===== src/design/usf_pkg.sv =====
// How it works
// - Half-duplex only when select bit set
// - Half-duplex: ignore RX, loop TX to receiver
// - Word length: 0=8, 1=9, 2=7 bits
// - Parity replaces character MSB when enabled
// - Parity type: 0 even, 1 odd
// - Even parity bit makes ones count even
// - Receive parity failure sets parity error flag
// - Parity error interrupts when both enables on
// - Writing clear bit clears parity error
// - One or two stop bits
// - Enabled transmitter shifts data, drives clock; no clock in half-duplex
// - Characters go out LSB first
// - Data register buffers ahead of shifter
// - Low start bit, high stop bits
// - Enabled idle transmitter holds line high; in half-duplex it releases the line (tx_oe low)
// - Oversampling of 8 or 16
// - Bit rate up to 6 Mbit/s
// - Multiprocessor mute on mismatch, wake on idle/mark
// - Complete flag when frame done, buffer empty
package usf_pkg;

    // ****************************************
    // Register map
    // ****************************************
    localparam logic [7:0] OFF_CTRL = 8'h00;
    localparam logic [7:0] OFF_BAUD = 8'h04;
    localparam logic [7:0] OFF_STS  = 8'h08;
    localparam logic [7:0] OFF_CLR  = 8'h0C;
    localparam logic [7:0] OFF_TXD  = 8'h10;
    localparam logic [7:0] OFF_RXD  = 8'h14;
    localparam logic [7:0] OFF_ADDR = 8'h18;

    localparam int CLR_PE = 0;
    localparam int CLR_TC = 1;

    // ****************************************
    // Fields and reset values
    // ****************************************
    typedef struct packed {
        logic       mp_enable;
        logic       tc_irq_enable;
        logic       pe_irq_enable;
        logic       sync_clock_out_enable;
        logic       half_duplex_select;
        logic       os8;
        logic       stop_bit_count;
        logic [1:0] word_length_field;
        logic       parity_type;
        logic       parity_enable;
        logic       rx_enable;
        logic       transmitter_enable;
    } usf_ctrl_t;

    typedef struct packed {
        logic mute;
        logic rx_busy;
        logic tx_busy;
        logic rxne;
        logic parity_error_flag;
        logic tx_complete_flag;
        logic txe;
    } usf_sts_t;

    localparam logic [12:0] CTRL_RST = 13'h0000;
    localparam logic [15:0] BAUD_RST = 16'h0010;
    localparam logic        TC_RST   = 1'b1;

    localparam logic [1:0] WL_8 = 2'h0;
    localparam logic [1:0] WL_9 = 2'h1;
    localparam logic [1:0] WL_7 = 2'h2;

    localparam logic [3:0] OS8_LAST  = 4'h7;
    localparam logic [3:0] OS16_LAST = 4'hF;
    localparam logic [3:0] OS8_MID   = 4'h3;
    localparam logic [3:0] OS16_MID  = 4'h7;

    // ****************************************
    // Rate limit
    // ****************************************
    localparam int CLK_HZ      = 200_000_000;
    localparam int MAX_BPS     = 6_000_000;
    localparam int MIN_SAMPLES = 8;
    localparam int MIN_DIV_INT = (CLK_HZ + MAX_BPS * MIN_SAMPLES - 1) / (MAX_BPS * MIN_SAMPLES);
    localparam logic [15:0] BAUD_DIV_MIN = 16'(MIN_DIV_INT);

endpackage : usf_pkg


===== src/design/usf_baud.sv =====
`timescale 1ns/1ps
// ****************************************
// Oversampling tick generator
// ****************************************
module usf_baud (
    input  wire logic        pclk,
    input  wire logic        presetn,
    input  wire logic [15:0] div,
    output logic             tick
);
    logic [15:0] cnt;

    // One tick every div clocks
    always_ff @(posedge pclk or negedge presetn) begin
        if (!presetn) begin
            cnt  <= 16'h0000;
            tick <= 1'b0;
        end else if (cnt >= div - 16'h0001) begin
            cnt  <= 16'h0000;
            tick <= 1'b1;
        end else begin
            cnt  <= cnt + 16'h0001;
            tick <= 1'b0;
        end
    end
endmodule : usf_baud


===== src/design/usf_sync.sv =====
`timescale 1ns/1ps
// ****************************************
// Two-stage pin synchroniser
// ****************************************
module usf_sync #(
    parameter int W = 2
) (
    input  wire logic         pclk,
    input  wire logic         presetn,
    input  wire logic [W-1:0] d,
    output logic      [W-1:0] q
);
    logic [W-1:0] meta;

    // Idle level of serial lines is high
    always_ff @(posedge pclk or negedge presetn) begin
        if (!presetn) begin
            meta <= '1;
            q    <= '1;
        end else begin
            meta <= d;
            q    <= meta;
        end
    end
endmodule : usf_sync


===== src/design/usf_top.sv =====
// Design decisions made here: the APB slave port and the register offsets.
`timescale 1ns/1ps
module usf_top (
    input  wire logic        pclk,
    input  wire logic        presetn,
    input  wire logic        psel,
    input  wire logic        penable,
    input  wire logic        pwrite,
    input  wire logic [7:0]  paddr,
    input  wire logic [31:0] pwdata,
    input  wire logic        rx_pin,
    input  wire logic        tx_pin_in,
    output logic      [31:0] prdata,
    output logic             pready,
    output logic             pslverr,
    output logic             tx_out,
    output logic             tx_oe,
    output logic             ck_out,
    output logic             ck_oe,
    output logic             irq
);
    // ****************************************
    // Helpers
    // ****************************************
    function automatic logic [3:0] data_bits(input logic [1:0] wl);
        case (wl)
            usf_pkg::WL_9: data_bits = 4'h9;
            usf_pkg::WL_7: data_bits = 4'h7;
            default:       data_bits = 4'h8;
        endcase
    endfunction : data_bits

    function automatic logic [8:0] mask(input logic [3:0] n);
        mask = 9'h1FF >> (4'h9 - n);
    endfunction : mask

    function automatic logic [8:0] tx_word(input logic [8:0] d, input logic [3:0] n,
                                           input logic pen, input logic odd);
        logic [8:0] w;
        w = d & mask(n);
        if (pen) begin
            w[n - 4'h1] = (^(d & mask(n - 4'h1))) ^ odd;
        end
        tx_word = w;
    endfunction : tx_word

    function automatic logic mapped(input logic [7:0] a);
        mapped = (a == usf_pkg::OFF_CTRL) || (a == usf_pkg::OFF_BAUD) ||
                 (a == usf_pkg::OFF_STS)  || (a == usf_pkg::OFF_CLR)  ||
                 (a == usf_pkg::OFF_TXD)  || (a == usf_pkg::OFF_RXD)  ||
                 (a == usf_pkg::OFF_ADDR);
    endfunction : mapped

    typedef enum logic [1:0] {TX_IDLE, TX_START, TX_DATA, TX_STOP} usf_tx_t;
    typedef enum logic [1:0] {RX_IDLE, RX_START, RX_DATA, RX_STOP} usf_rx_t;

    usf_pkg::usf_ctrl_t ctrl;
    usf_pkg::usf_sts_t  sts;
    usf_tx_t            tstate;
    usf_rx_t            rstate;
    logic [15:0]        baud_div;
    logic [3:0]         own_addr;
    logic [8:0]         tdr;
    logic               tdr_full;
    logic               tc;
    logic               pe;
    logic               rxne;
    logic               mute;
    logic [8:0]         rdr;
    logic [8:0]         tsh;
    logic [8:0]         rsh;
    logic [3:0]         tos;
    logic [3:0]         ros;
    logic [3:0]         tbit;
    logic [3:0]         rbit;
    logic [3:0]         icnt;
    logic [31:0]        next_rdata;
    logic               next_tx;
    logic               tick;
    logic [1:0]         pins;

    // ****************************************
    // Bus decode
    // ****************************************
    wire       setup  = psel & ~penable;
    wire       acc    = psel & penable & pready;
    wire       wr     = acc & pwrite;
    wire       wr_txd = wr & (paddr == usf_pkg::OFF_TXD);
    wire       wr_clr = wr & (paddr == usf_pkg::OFF_CLR);
    wire       rd_rxd = acc & ~pwrite & (paddr == usf_pkg::OFF_RXD);
    wire [3:0] nbits  = data_bits(ctrl.word_length_field);
    wire [3:0] os_last = ctrl.os8 ? usf_pkg::OS8_LAST : usf_pkg::OS16_LAST;
    wire [3:0] os_mid  = ctrl.os8 ? usf_pkg::OS8_MID : usf_pkg::OS16_MID;
    wire       hd     = ctrl.half_duplex_select;

    // Divider floor keeps the bit rate at or below the limit
    wire [15:0] div_eff = (baud_div < usf_pkg::BAUD_DIV_MIN) ? usf_pkg::BAUD_DIV_MIN
                                                             : baud_div;

    // ****************************************
    // Submodules
    // ****************************************
    usf_sync #(.W(2)) u_sync (
        .pclk    (pclk),
        .presetn (presetn),
        .d       ({tx_pin_in, rx_pin}),
        .q       (pins)
    );

    usf_baud u_baud (
        .pclk    (pclk),
        .presetn (presetn),
        .div     (div_eff),
        .tick    (tick)
    );

    // Receiver source: looped TX pin in half-duplex, RX pin otherwise
    wire rx_line = hd ? pins[1] : pins[0];

    // ****************************************
    // APB slave
    // ****************************************
    // Status view
    always_comb begin
        sts.mute              = mute;
        sts.rx_busy           = (rstate != RX_IDLE);
        sts.tx_busy           = (tstate != TX_IDLE);
        sts.rxne              = rxne;
        sts.parity_error_flag = pe;
        sts.tx_complete_flag  = tc;
        sts.txe               = ~tdr_full;
    end

    // Read mux
    always_comb begin
        next_rdata = 32'h0000_0000;
        case (paddr)
            usf_pkg::OFF_CTRL: next_rdata = {19'h0, ctrl};
            usf_pkg::OFF_BAUD: next_rdata = {16'h0, baud_div};
            usf_pkg::OFF_STS:  next_rdata = {25'h0, sts};
            usf_pkg::OFF_RXD:  next_rdata = {23'h0, rdr};
            usf_pkg::OFF_ADDR: next_rdata = {28'h0, own_addr};
            default:           next_rdata = 32'h0000_0000;
        endcase
    end

    // No wait state: answer prepared in the setup cycle
    always_ff @(posedge pclk or negedge presetn) begin
        if (!presetn) begin
            pready  <= 1'b0;
            pslverr <= 1'b0;
            prdata  <= 32'h0000_0000;
        end else begin
            pready  <= setup;
            pslverr <= setup & ~mapped(paddr);
            if (setup) begin
                prdata <= pwrite ? 32'h0000_0000 : next_rdata;
            end
        end
    end

    // Configuration registers
    always_ff @(posedge pclk or negedge presetn) begin
        if (!presetn) begin
            ctrl     <= usf_pkg::CTRL_RST;
            baud_div <= usf_pkg::BAUD_RST;
            own_addr <= 4'h0;
        end else if (wr) begin
            if (paddr == usf_pkg::OFF_CTRL) begin
                ctrl <= pwdata[12:0];
            end
            if (paddr == usf_pkg::OFF_BAUD) begin
                baud_div <= pwdata[15:0];
            end
            if (paddr == usf_pkg::OFF_ADDR) begin
                own_addr <= pwdata[3:0];
            end
        end
    end

    // ****************************************
    // Transmitter
    // ****************************************
    wire ten     = ctrl.transmitter_enable;
    wire tx_load = ten & (tstate == TX_IDLE) & tdr_full;
    wire btick   = tick & (tos == os_last);
    wire tx_done = (tstate == TX_STOP) & btick & (tbit == {3'h0, ctrl.stop_bit_count});

    // Buffer between bus and shifter; a write always wins
    always_ff @(posedge pclk or negedge presetn) begin
        if (!presetn) begin
            tdr      <= 9'h000;
            tdr_full <= 1'b0;
        end else if (wr_txd) begin
            tdr      <= pwdata[8:0];
            tdr_full <= 1'b1;
        end else if (tx_load) begin
            tdr_full <= 1'b0;
        end
    end

    // Frame sequencer
    always_ff @(posedge pclk or negedge presetn) begin
        if (!presetn) begin
            tstate <= TX_IDLE;
            tsh    <= 9'h000;
            tos    <= 4'h0;
            tbit   <= 4'h0;
        end else if (!ten) begin
            tstate <= TX_IDLE;
            tos    <= 4'h0;
        end else begin
            tos <= (tick && tos != os_last) ? tos + 4'h1 : (tick ? 4'h0 : tos);
            case (tstate)
                TX_IDLE: begin
                    if (tdr_full) begin
                        tsh    <= tx_word(tdr, nbits, ctrl.parity_enable,
                                          ctrl.parity_type);
                        tstate <= TX_START;
                        tos    <= 4'h0;
                        tbit   <= 4'h0;
                    end
                end
                TX_START: begin
                    if (btick) begin
                        tstate <= TX_DATA;
                    end
                end
                TX_DATA: begin
                    if (btick) begin
                        tsh  <= {1'b0, tsh[8:1]};
                        tbit <= tbit + 4'h1;
                        if (tbit == nbits - 4'h1) begin
                            tstate <= TX_STOP;
                            tbit   <= 4'h0;
                        end
                    end
                end
                TX_STOP: begin
                    if (btick) begin
                        tbit <= tbit + 4'h1;
                        if (tx_done) begin
                            tstate <= TX_IDLE;
                        end
                    end
                end
                default: tstate <= TX_IDLE;
            endcase
        end
    end

    // Line level per state
    always_comb begin
        case (tstate)
            TX_START: next_tx = 1'b0;
            TX_DATA:  next_tx = tsh[0];
            default:  next_tx = 1'b1;
        endcase
    end

    // Pins; half-duplex drives low only, clock only outside half-duplex
    always_ff @(posedge pclk or negedge presetn) begin
        if (!presetn) begin
            tx_out <= 1'b1;
            tx_oe  <= 1'b0;
            ck_out <= 1'b0;
            ck_oe  <= 1'b0;
        end else begin
            tx_out <= next_tx;
            tx_oe  <= ten & (hd ? ~next_tx : 1'b1);
            ck_oe  <= ctrl.sync_clock_out_enable & ~hd;
            ck_out <= ctrl.sync_clock_out_enable & ~hd & (tstate == TX_DATA)
                      & (tos > os_mid);
        end
    end

    // Complete flag; a set in the clearing cycle wins
    wire tc_set = tx_done & ~tdr_full & ~wr_txd;
    always_ff @(posedge pclk or negedge presetn) begin
        if (!presetn) begin
            tc <= usf_pkg::TC_RST;
        end else if (tc_set) begin
            tc <= 1'b1;
        end else if (wr_txd || (wr_clr && pwdata[usf_pkg::CLR_TC])) begin
            tc <= 1'b0;
        end
    end

    // ****************************************
    // Receiver
    // ****************************************
    wire       rx_done = (rstate == RX_STOP) & tick & (ros == os_last);
    wire       mark    = rsh[nbits - 4'h1];
    wire       match   = (rsh[3:0] == own_addr);
    wire       accept  = ~ctrl.mp_enable | (mark ? match : ~mute);
    wire       par_bad = ctrl.parity_enable & ((^(rsh & mask(nbits))) ^ ctrl.parity_type);
    wire       idle_hit = (icnt == nbits + 4'h2) & tick & (ros == os_last);

    // Frame capture at bit centres
    always_ff @(posedge pclk or negedge presetn) begin
        if (!presetn) begin
            rstate <= RX_IDLE;
            rsh    <= 9'h000;
            ros    <= 4'h0;
            rbit   <= 4'h0;
            icnt   <= 4'h0;
        end else if (!ctrl.rx_enable) begin
            rstate <= RX_IDLE;
            ros    <= 4'h0;
            icnt   <= 4'h0;
        end else begin
            if (tick) begin
                ros <= (ros == os_last) ? 4'h0 : ros + 4'h1;
            end
            case (rstate)
                RX_IDLE: begin
                    if (!rx_line) begin
                        rstate <= RX_START;
                        ros    <= 4'h0;
                        icnt   <= 4'h0;
                    end else if (tick && ros == os_last && icnt != 4'hF) begin
                        icnt <= icnt + 4'h1;
                    end
                end
                RX_START: begin
                    if (tick && ros == os_mid) begin
                        rstate <= rx_line ? RX_IDLE : RX_DATA;
                        ros    <= 4'h0;
                        rbit   <= 4'h0;
                        rsh    <= 9'h000;
                    end
                end
                RX_DATA: begin
                    if (tick && ros == os_last) begin
                        rsh[rbit] <= rx_line;
                        rbit      <= rbit + 4'h1;
                        if (rbit == nbits - 4'h1) begin
                            rstate <= RX_STOP;
                        end
                    end
                end
                RX_STOP: begin
                    if (rx_done) begin
                        rstate <= RX_IDLE;
                    end
                end
                default: rstate <= RX_IDLE;
            endcase
        end
    end

    // Multiprocessor mute
    always_ff @(posedge pclk or negedge presetn) begin
        if (!presetn) begin
            mute <= 1'b0;
        end else if (!ctrl.mp_enable) begin
            mute <= 1'b0;
        end else if (rx_done && mark) begin
            mute <= ~match;
        end else if (idle_hit) begin
            mute <= 1'b0;
        end
    end

    // Received data and flags; sets win over clears
    always_ff @(posedge pclk or negedge presetn) begin
        if (!presetn) begin
            rdr  <= 9'h000;
            rxne <= 1'b0;
            pe   <= 1'b0;
        end else begin
            if (rx_done && accept) begin
                rdr  <= rsh & mask(nbits);
                rxne <= 1'b1;
            end else if (rd_rxd) begin
                rxne <= 1'b0;
            end
            if (rx_done && accept && par_bad) begin
                pe <= 1'b1;
            end else if (wr_clr && pwdata[usf_pkg::CLR_PE]) begin
                pe <= 1'b0;
            end
        end
    end

    // Interrupt line
    always_ff @(posedge pclk or negedge presetn) begin
        if (!presetn) begin
            irq <= 1'b0;
        end else begin
            irq <= (pe & ctrl.pe_irq_enable & ctrl.parity_enable)
                 | (tc & ctrl.tc_irq_enable);
        end
    end
endmodule : usf_top


===== config.mk =====
export PLATFORM = sky130hd
export DESIGN_NAME = usf_top
export DESIGN_NICKNAME = d
export VERILOG_FILES = /design/src/design/usf_pkg.sv /design/src/design/usf_baud.sv /design/src/design/usf_sync.sv /design/src/design/usf_top.sv
export SDC_FILE = /design/constraint.sdc
export NUM_CORES = 1
export LEC_CHECK = 0
export ABC_CLOCK_PERIOD_IN_PS = 4100
export BUFFER_PORTS_ARGS = -buffer_cell sky130_fd_sc_hd__buf_2
export CORE_MARGIN = 2
export CORE_UTILIZATION = 30
export CTS_CLUSTER_SIZE = 30
export DETAILED_ROUTE_END_ITERATION = 12
export PLACE_DENSITY_LB_ADDON = 0.3
export SYNTH_ARGS = -nofsm -noshare
export SYNTH_HDL_FRONTEND = slang
export SYNTH_HIERARCHICAL = 1
export SYNTH_SLANG_ARGS = --single-unit

===== constraint.sdc =====
create_clock -name pclk -period 4.1 [get_ports pclk]
set_clock_uncertainty 0.05 [all_clocks]
set_input_delay 0.205 -clock pclk [delete_from_list [all_inputs] [get_ports pclk]]
set_output_delay 0.205 -clock pclk [all_outputs]
set_load 0.1 [all_outputs]

======== Word-level counts from Yosys, hierarchy flattened ========
Index checks and enable logic that the tools add are counted.
word-level totals
  word-level logic and storage cells ...... 268
  register bits after elaboration ......... 158
  input port bits ......................... 47
operators by class
  $add $sub $neg .......................... 11
  eq/ne operators ......................... 43
  bitwise logic cells ..................... 45
  shift-type cells ........................ 2
  order comparisons ....................... 7
  mux-type cells .......................... 77
  reduce and logical (&&, ||, !) cells .... 41
operator list
  cell                   number
  $mux 4                 21
  $pmux 16 s5            1
  $mux 9                 5
  $pmux 9 s2             2
  $ne 3x3->1 const B     11
  $mux 16                2
  $mux 32                1
  $and 1x1->1            28
  $mux 2                 14
  $and 9x9->9            3
  $eq 4x4->1             6
  $eq 8x5->1 const B     3
  $pmux 4 s2             3
  $add 4x1->4 const B    5
  $bwmux 9               2
  $mux 1                 18
  $reduce_xor 9->1       2
  $shr 9x4->9 const A    2
  $add 16x1->16 const B  1
  $eq 8x4->1 const B     2
  $ge 16x16->1           1
  $lt 16x3->1 const B    1
  $pmux 2 s4             2
  $reduce_bool 2->1      8
  35 further kinds       82

======== Longest topological paths before layout ========
  depth after elaboration ................. 12
  gate-level depth with buffers ........... 16

======== By module ========
Netlist, hierarchy kept.
by module, submodules not included
  module    cells an instance  area each (sq um)  times used  seq. area each (sq um)
  usf_top   648                6,651.4            1           3,031.7
  usf_baud  153                1,497.7            1           425.4
  usf_sync  4                  105.1              1           105.1

======== Least setup slack after synthesis ========
OpenSTA, ideal clock, no wires.
  path kind ............................... flip-flop to flip-flop
  from .................................... register baud_div[14]
  to ...................................... register u_baud.cnt[10]
  stages on the path, launching flop included .. 17
  path buffers ............................ 1
  library setup time ...................... 0.138 ns
  slack ................................... 0.302 ns
  arrival ................................. 3.610 ns
  clock period less this slack ............ 3.798 ns
  required time ........................... 3.912 ns
  path through ............................ dfrtp_1 nor4_1 nand4_1 nor4_1 nor2b_1 inv_1 ha_1 or4b_1 nor3_2 nand3_1 xor2_1 ha_1 and4_1 nand2_1 o41ai_4 buf_4 nor4_1
on the way
  cells in the longest elaborated chain, start to end .. 5
RTL lines
  element                 line            source
  from (decl)             usf_top.sv:61   logic [15:0] baud_div;
  from (signal assigned)  usf_top.sv:166  baud_div <= usf_pkg::BAUD_RST;
  from (signal assigned)  usf_top.sv:173  baud_div <= pwdata[15:0];
  $lt 16x3->1             usf_top.sv:97   wire [15:0] div_eff = (baud_div < usf_pkg::BAUD_DIV_MIN) ? usf_pkg::BAUD_DIV_MIN
  $mux 16                 usf_top.sv:97
  via div_eff[1]          usf_top.sv:97
  $sub 16x1->16           usf_baud.sv:18  end else if (cnt >= div - 16'h0001) begin
  $ge 16x16->1            usf_baud.sv:18
  $mux 16                 usf_baud.sv:18
  to (signal assigned)    usf_baud.sv:22  cnt <= cnt + 16'h0001;
  to (decl)               usf_baud.sv:11  logic [15:0] cnt;
The timed path passes the listed nets, and every way through them passes these cells.
A chain may end at the register's enable or synchronous reset.

======== Worst setup path after layout ========
  from .................................... register baud_div[5]
  to ...................................... register u_baud.cnt[12]
The elaborated chain is that of the path after synthesis.

==> key figures <==
CTS
  • TritonCTS clock tree: built
  • CTS sink count: roughly 140
  • Skew-Pair Late Insertion Delay: about 0.42 ns
  • Worst-path clk slew: roughly 0.060 ns
  • Root buffer cell: clkbuf_16
  • Htree depth: 4
  • Buffers from clock root to sink, at most: 2
  • Num CTS Buffers: 17

Worst setup path
  • Critical path launch point type: flop
  • Worst Path Class, Setup: flop to flop
  • Cells along the critical path: nor4_2 > nand4_1 > nor4_4 > nor2b_1 > inv_1 > ha_2 > or4b_4 > nor3_4 > nand3_1 > xor2_1 > ha_1 > and4_4 > nand2_4 > o41ai_4 > buf_4 > nor4_1
  • WP data arrival: 4.15 ns
  • CP peak stage delay: between 0.4 and 0.5 ns
  • Slowest CP cell: or4b_4
  • Crit path max fanout: 7
  • Crit path required time: between 4 and 5 ns
  • CP Capture Type: flop

Cells and area
  • Area growth syn-to-layout: 17.0%
  • Final std cells w/o fill: 1215
  • Ratio of cells with drive above 1 in the final layout: approximately 22%
  • Diode count: 0
  • # nets final: about 940
  • Fillcell total: between 2k and 3k

Synthesis
  • Post-synth EDFFs: 0
  • Top cells by area, synth: dfrtp_1, mux2_2, ha_1, mux2i_1, xnor2_1
  • Post-Synthesis Cells: 805
  • FFs w/ async S/R, synth: 100%
  • Register area share after synthesis: a little over two fifths
  • Synth warnings: 6
  • Synth cell types: 78
  • FF+latch count, synth: between 100 and 150
  • Area leader, netlist: dfrtp_1
  • Yosys top cell area share: roughly two fifths
  • Top_reg_cell synth: dfrtp_1
  • Most frequent cell after synthesis: dfrtp_1
  • Post-synth top cells: dfrtp_1, nand2_1, mux2_2, nor2_1, xnor2_1
  • Mean instance size in the synthesized netlist: 10.3 sq um
  • Synthesized area: 8250 sq um

STA
  • Slew margin rel.: 45.6%
  • Slack of the critical path: around 0.17 ns
  • RSZ-0062 raised after global routing: yes
  • Final Hold Viols: 0
  • Min cycle time layout: 3.93 ns
  • Final setup violation count: 0
  • Period Utilization, post-route: 95.9%
  • Max Slew Vio Count: 0
  • Worst slew pin tran: 0.816 ns
  • Fmax: roughly 250 MHz
  • Hold WS: 0.0529 ns

Drt
  • Routed vias: around 6.1k
  • DRT Pass-1 Iters: 4
  • Remaining antenna violation count: 0
  • Average wire per standard cell: approximately 17 microns
  • Final WL: roughly 21000 microns
  • DRC violations left: 0
  • DRC violation total after the first TritonRoute iteration: 326
  • Via density: about 5.0

Global route
  • First-pass GRT wire length: between 30000 and 40000 microns
  • Global route total overflow: 0
  • Initial antenna violation count: 0
  • Total GRT Usage: ~15%
  • Vias in the first global route: 6177
  • Largest net degree at the start of global routing: 143

Pwr
  • Worst VDD drop: 0.282 mV
  • Power Density: between 300 and 400 nW/um^2
  • Lkg Pwr: 0.00426 uW

Floorplanning
  • Core area: between 20000 and 30000 sq um
  • Die area: around 29000 sq um
  • Row count: 60
  • Initial Util: a little over 30%
  • Die width: roughly 170 microns
  • Io pins: between 80 and 90
  • Height of the die: between 150 and 200 microns

Job
  • Max cap viols: 0

Place
  • I/O Buffers: 53
  • # placed instances: roughly 1.2k
  • RePlAce Congestion: roughly 0.8
  • Hpwl dp: 15100 microns
  • Dpl ws: approximately 0.053 ns

Status
  • Outcome: completed

Worst hold path
  • Tightest Hold Check Type: input port to flop
sequential cells by signal, summed over array words and instances (netlist names), 2 cells and up:
signal / count
rstate: 2
ros: 4
u_sync/q: 2
rbit: 4
u_sync/meta: 2
prdata: 16
rsh: 9
u_baud/cnt: 16
rdr: 9
baud_div: 16
tsh: 9
tdr: 9
own_addr: 4
ctrl: 11
tos: 4
icnt: 4
tbit: 4
tstate: 2
worst paths after layout:
| check | startpoint | endpoint | slack [ns] | depth (start not counted) |
|---|---|---|---|---|
| worst min-delay path | pwdata[4] | ctrl[4] | 0.05 | 3 |
| worst max-delay path | baud_div[5] | u_baud/cnt[12] | 0.17 | 16 |
| worst min register to register | u_sync/meta[1] | u_sync/q[1] | 0.32 | 0 |
| max in group asynchronous | presetn | tsh[2] | 2.99 | 3 |
| min in group asynchronous | presetn | prdata[14] | 0.36 | 3 |
| worst max register to register | baud_div[5] | u_baud/cnt[12] | 0.17 | 16 |
stage by stage:
step | setup TNS [ns] | utilization (%) | total power [uW] | area, sq um
floorplan | 0 | - | 1810 | 8310
global placement | 0 | 32.9 | 1940 | 8860
detailed placement | 0 | 32.9 | 1940 | 8860
CTS | 0 | 35.5 | 3580 | 9570
global route | -1.98 | 35.8 | 3720 | 9660
finish | 0 | 35.8 | 3580 | 9660
logic make-up (layout without fill, tap and decap cells):
| logic type | Yosys count | in the layout | share of synthesized area [%] |
|---|---|---|---|
| mux | 81 | 81 | 10.6 |
| compound gates | 132 | 132 | 11.2 |
| xor+xnor | 61 | 61 | 6.73 |
| other cells | 1 | 16 | 0.0454 |
| buf+inv | 96 | 150 | 5.44 |
| flops | 142 | 142 | 43.2 |
| fa+ha+maj | 35 | 35 | 5.31 |
| simple gates | 257 | 257 | 17.5 |
worst max-delay path, delay by kind of cell, from the launching register on:
family | cells | cell delay (ns)
AO/OA/AOI/OAI | 1 | 0.30
XOR/XNOR | 1 | 0.18
adder cells (fa/ha/maj) | 2 | 0.46
buffers and inverters | 2 | 0.30
flip-flops | 1 | 0.39
AND/OR/NAND/NOR | 10 | 2.09
routing by layer:
metal | wire length [microns] | GRT usage, %
met1 | 10000 | 20.3
met2 | 10100 | 25.2
met3 | 587 | 2.56
met4 | 216 | 3.79
met5 | 0 | 0
power breakdown:
group | total, uW | internal, uW | leakage [uW] | switching (uW)
sequential | 1490 | 1440 | 0.00194 | 50.9
combinational | 466 | 170 | 0.00202 | 296
clock | 1620 | 1040 | 0.000298 | 586
area by class of cell:
cell class	instances	area (sq um)	share of cell area, %
Sequential cell	142	3560	36.9
Tap cell	341	427	4.42
Multi-Input combinational cell	582	4370	45.3
Clock inverter	5	103	1.06
Inverter	32	120	1.24
Timing Repair Buffer	86	558	5.78
Clock buffer	27	513	5.31
cell usage in the layout (no fill, tap or decap), types with 31 or more instances in the layout:
cell type / n
dfrtp_1: 135
mux2i_1: 35
xnor2_1: 38
inv_1: 32
ha_1: 34
o21ai_0: 31
buf_2: 53
nand2_1: 62
mux2_2: 45
nor2_1: 45
repair_timing:
item	CTS	global route
gates resized for setup	0	14
endpoints found under the setup margin	0	17
hold endpoints to repair	147	0
buffers inserted	0	1
hold buffers	10	0
Power figures use the tool's default switching activity.
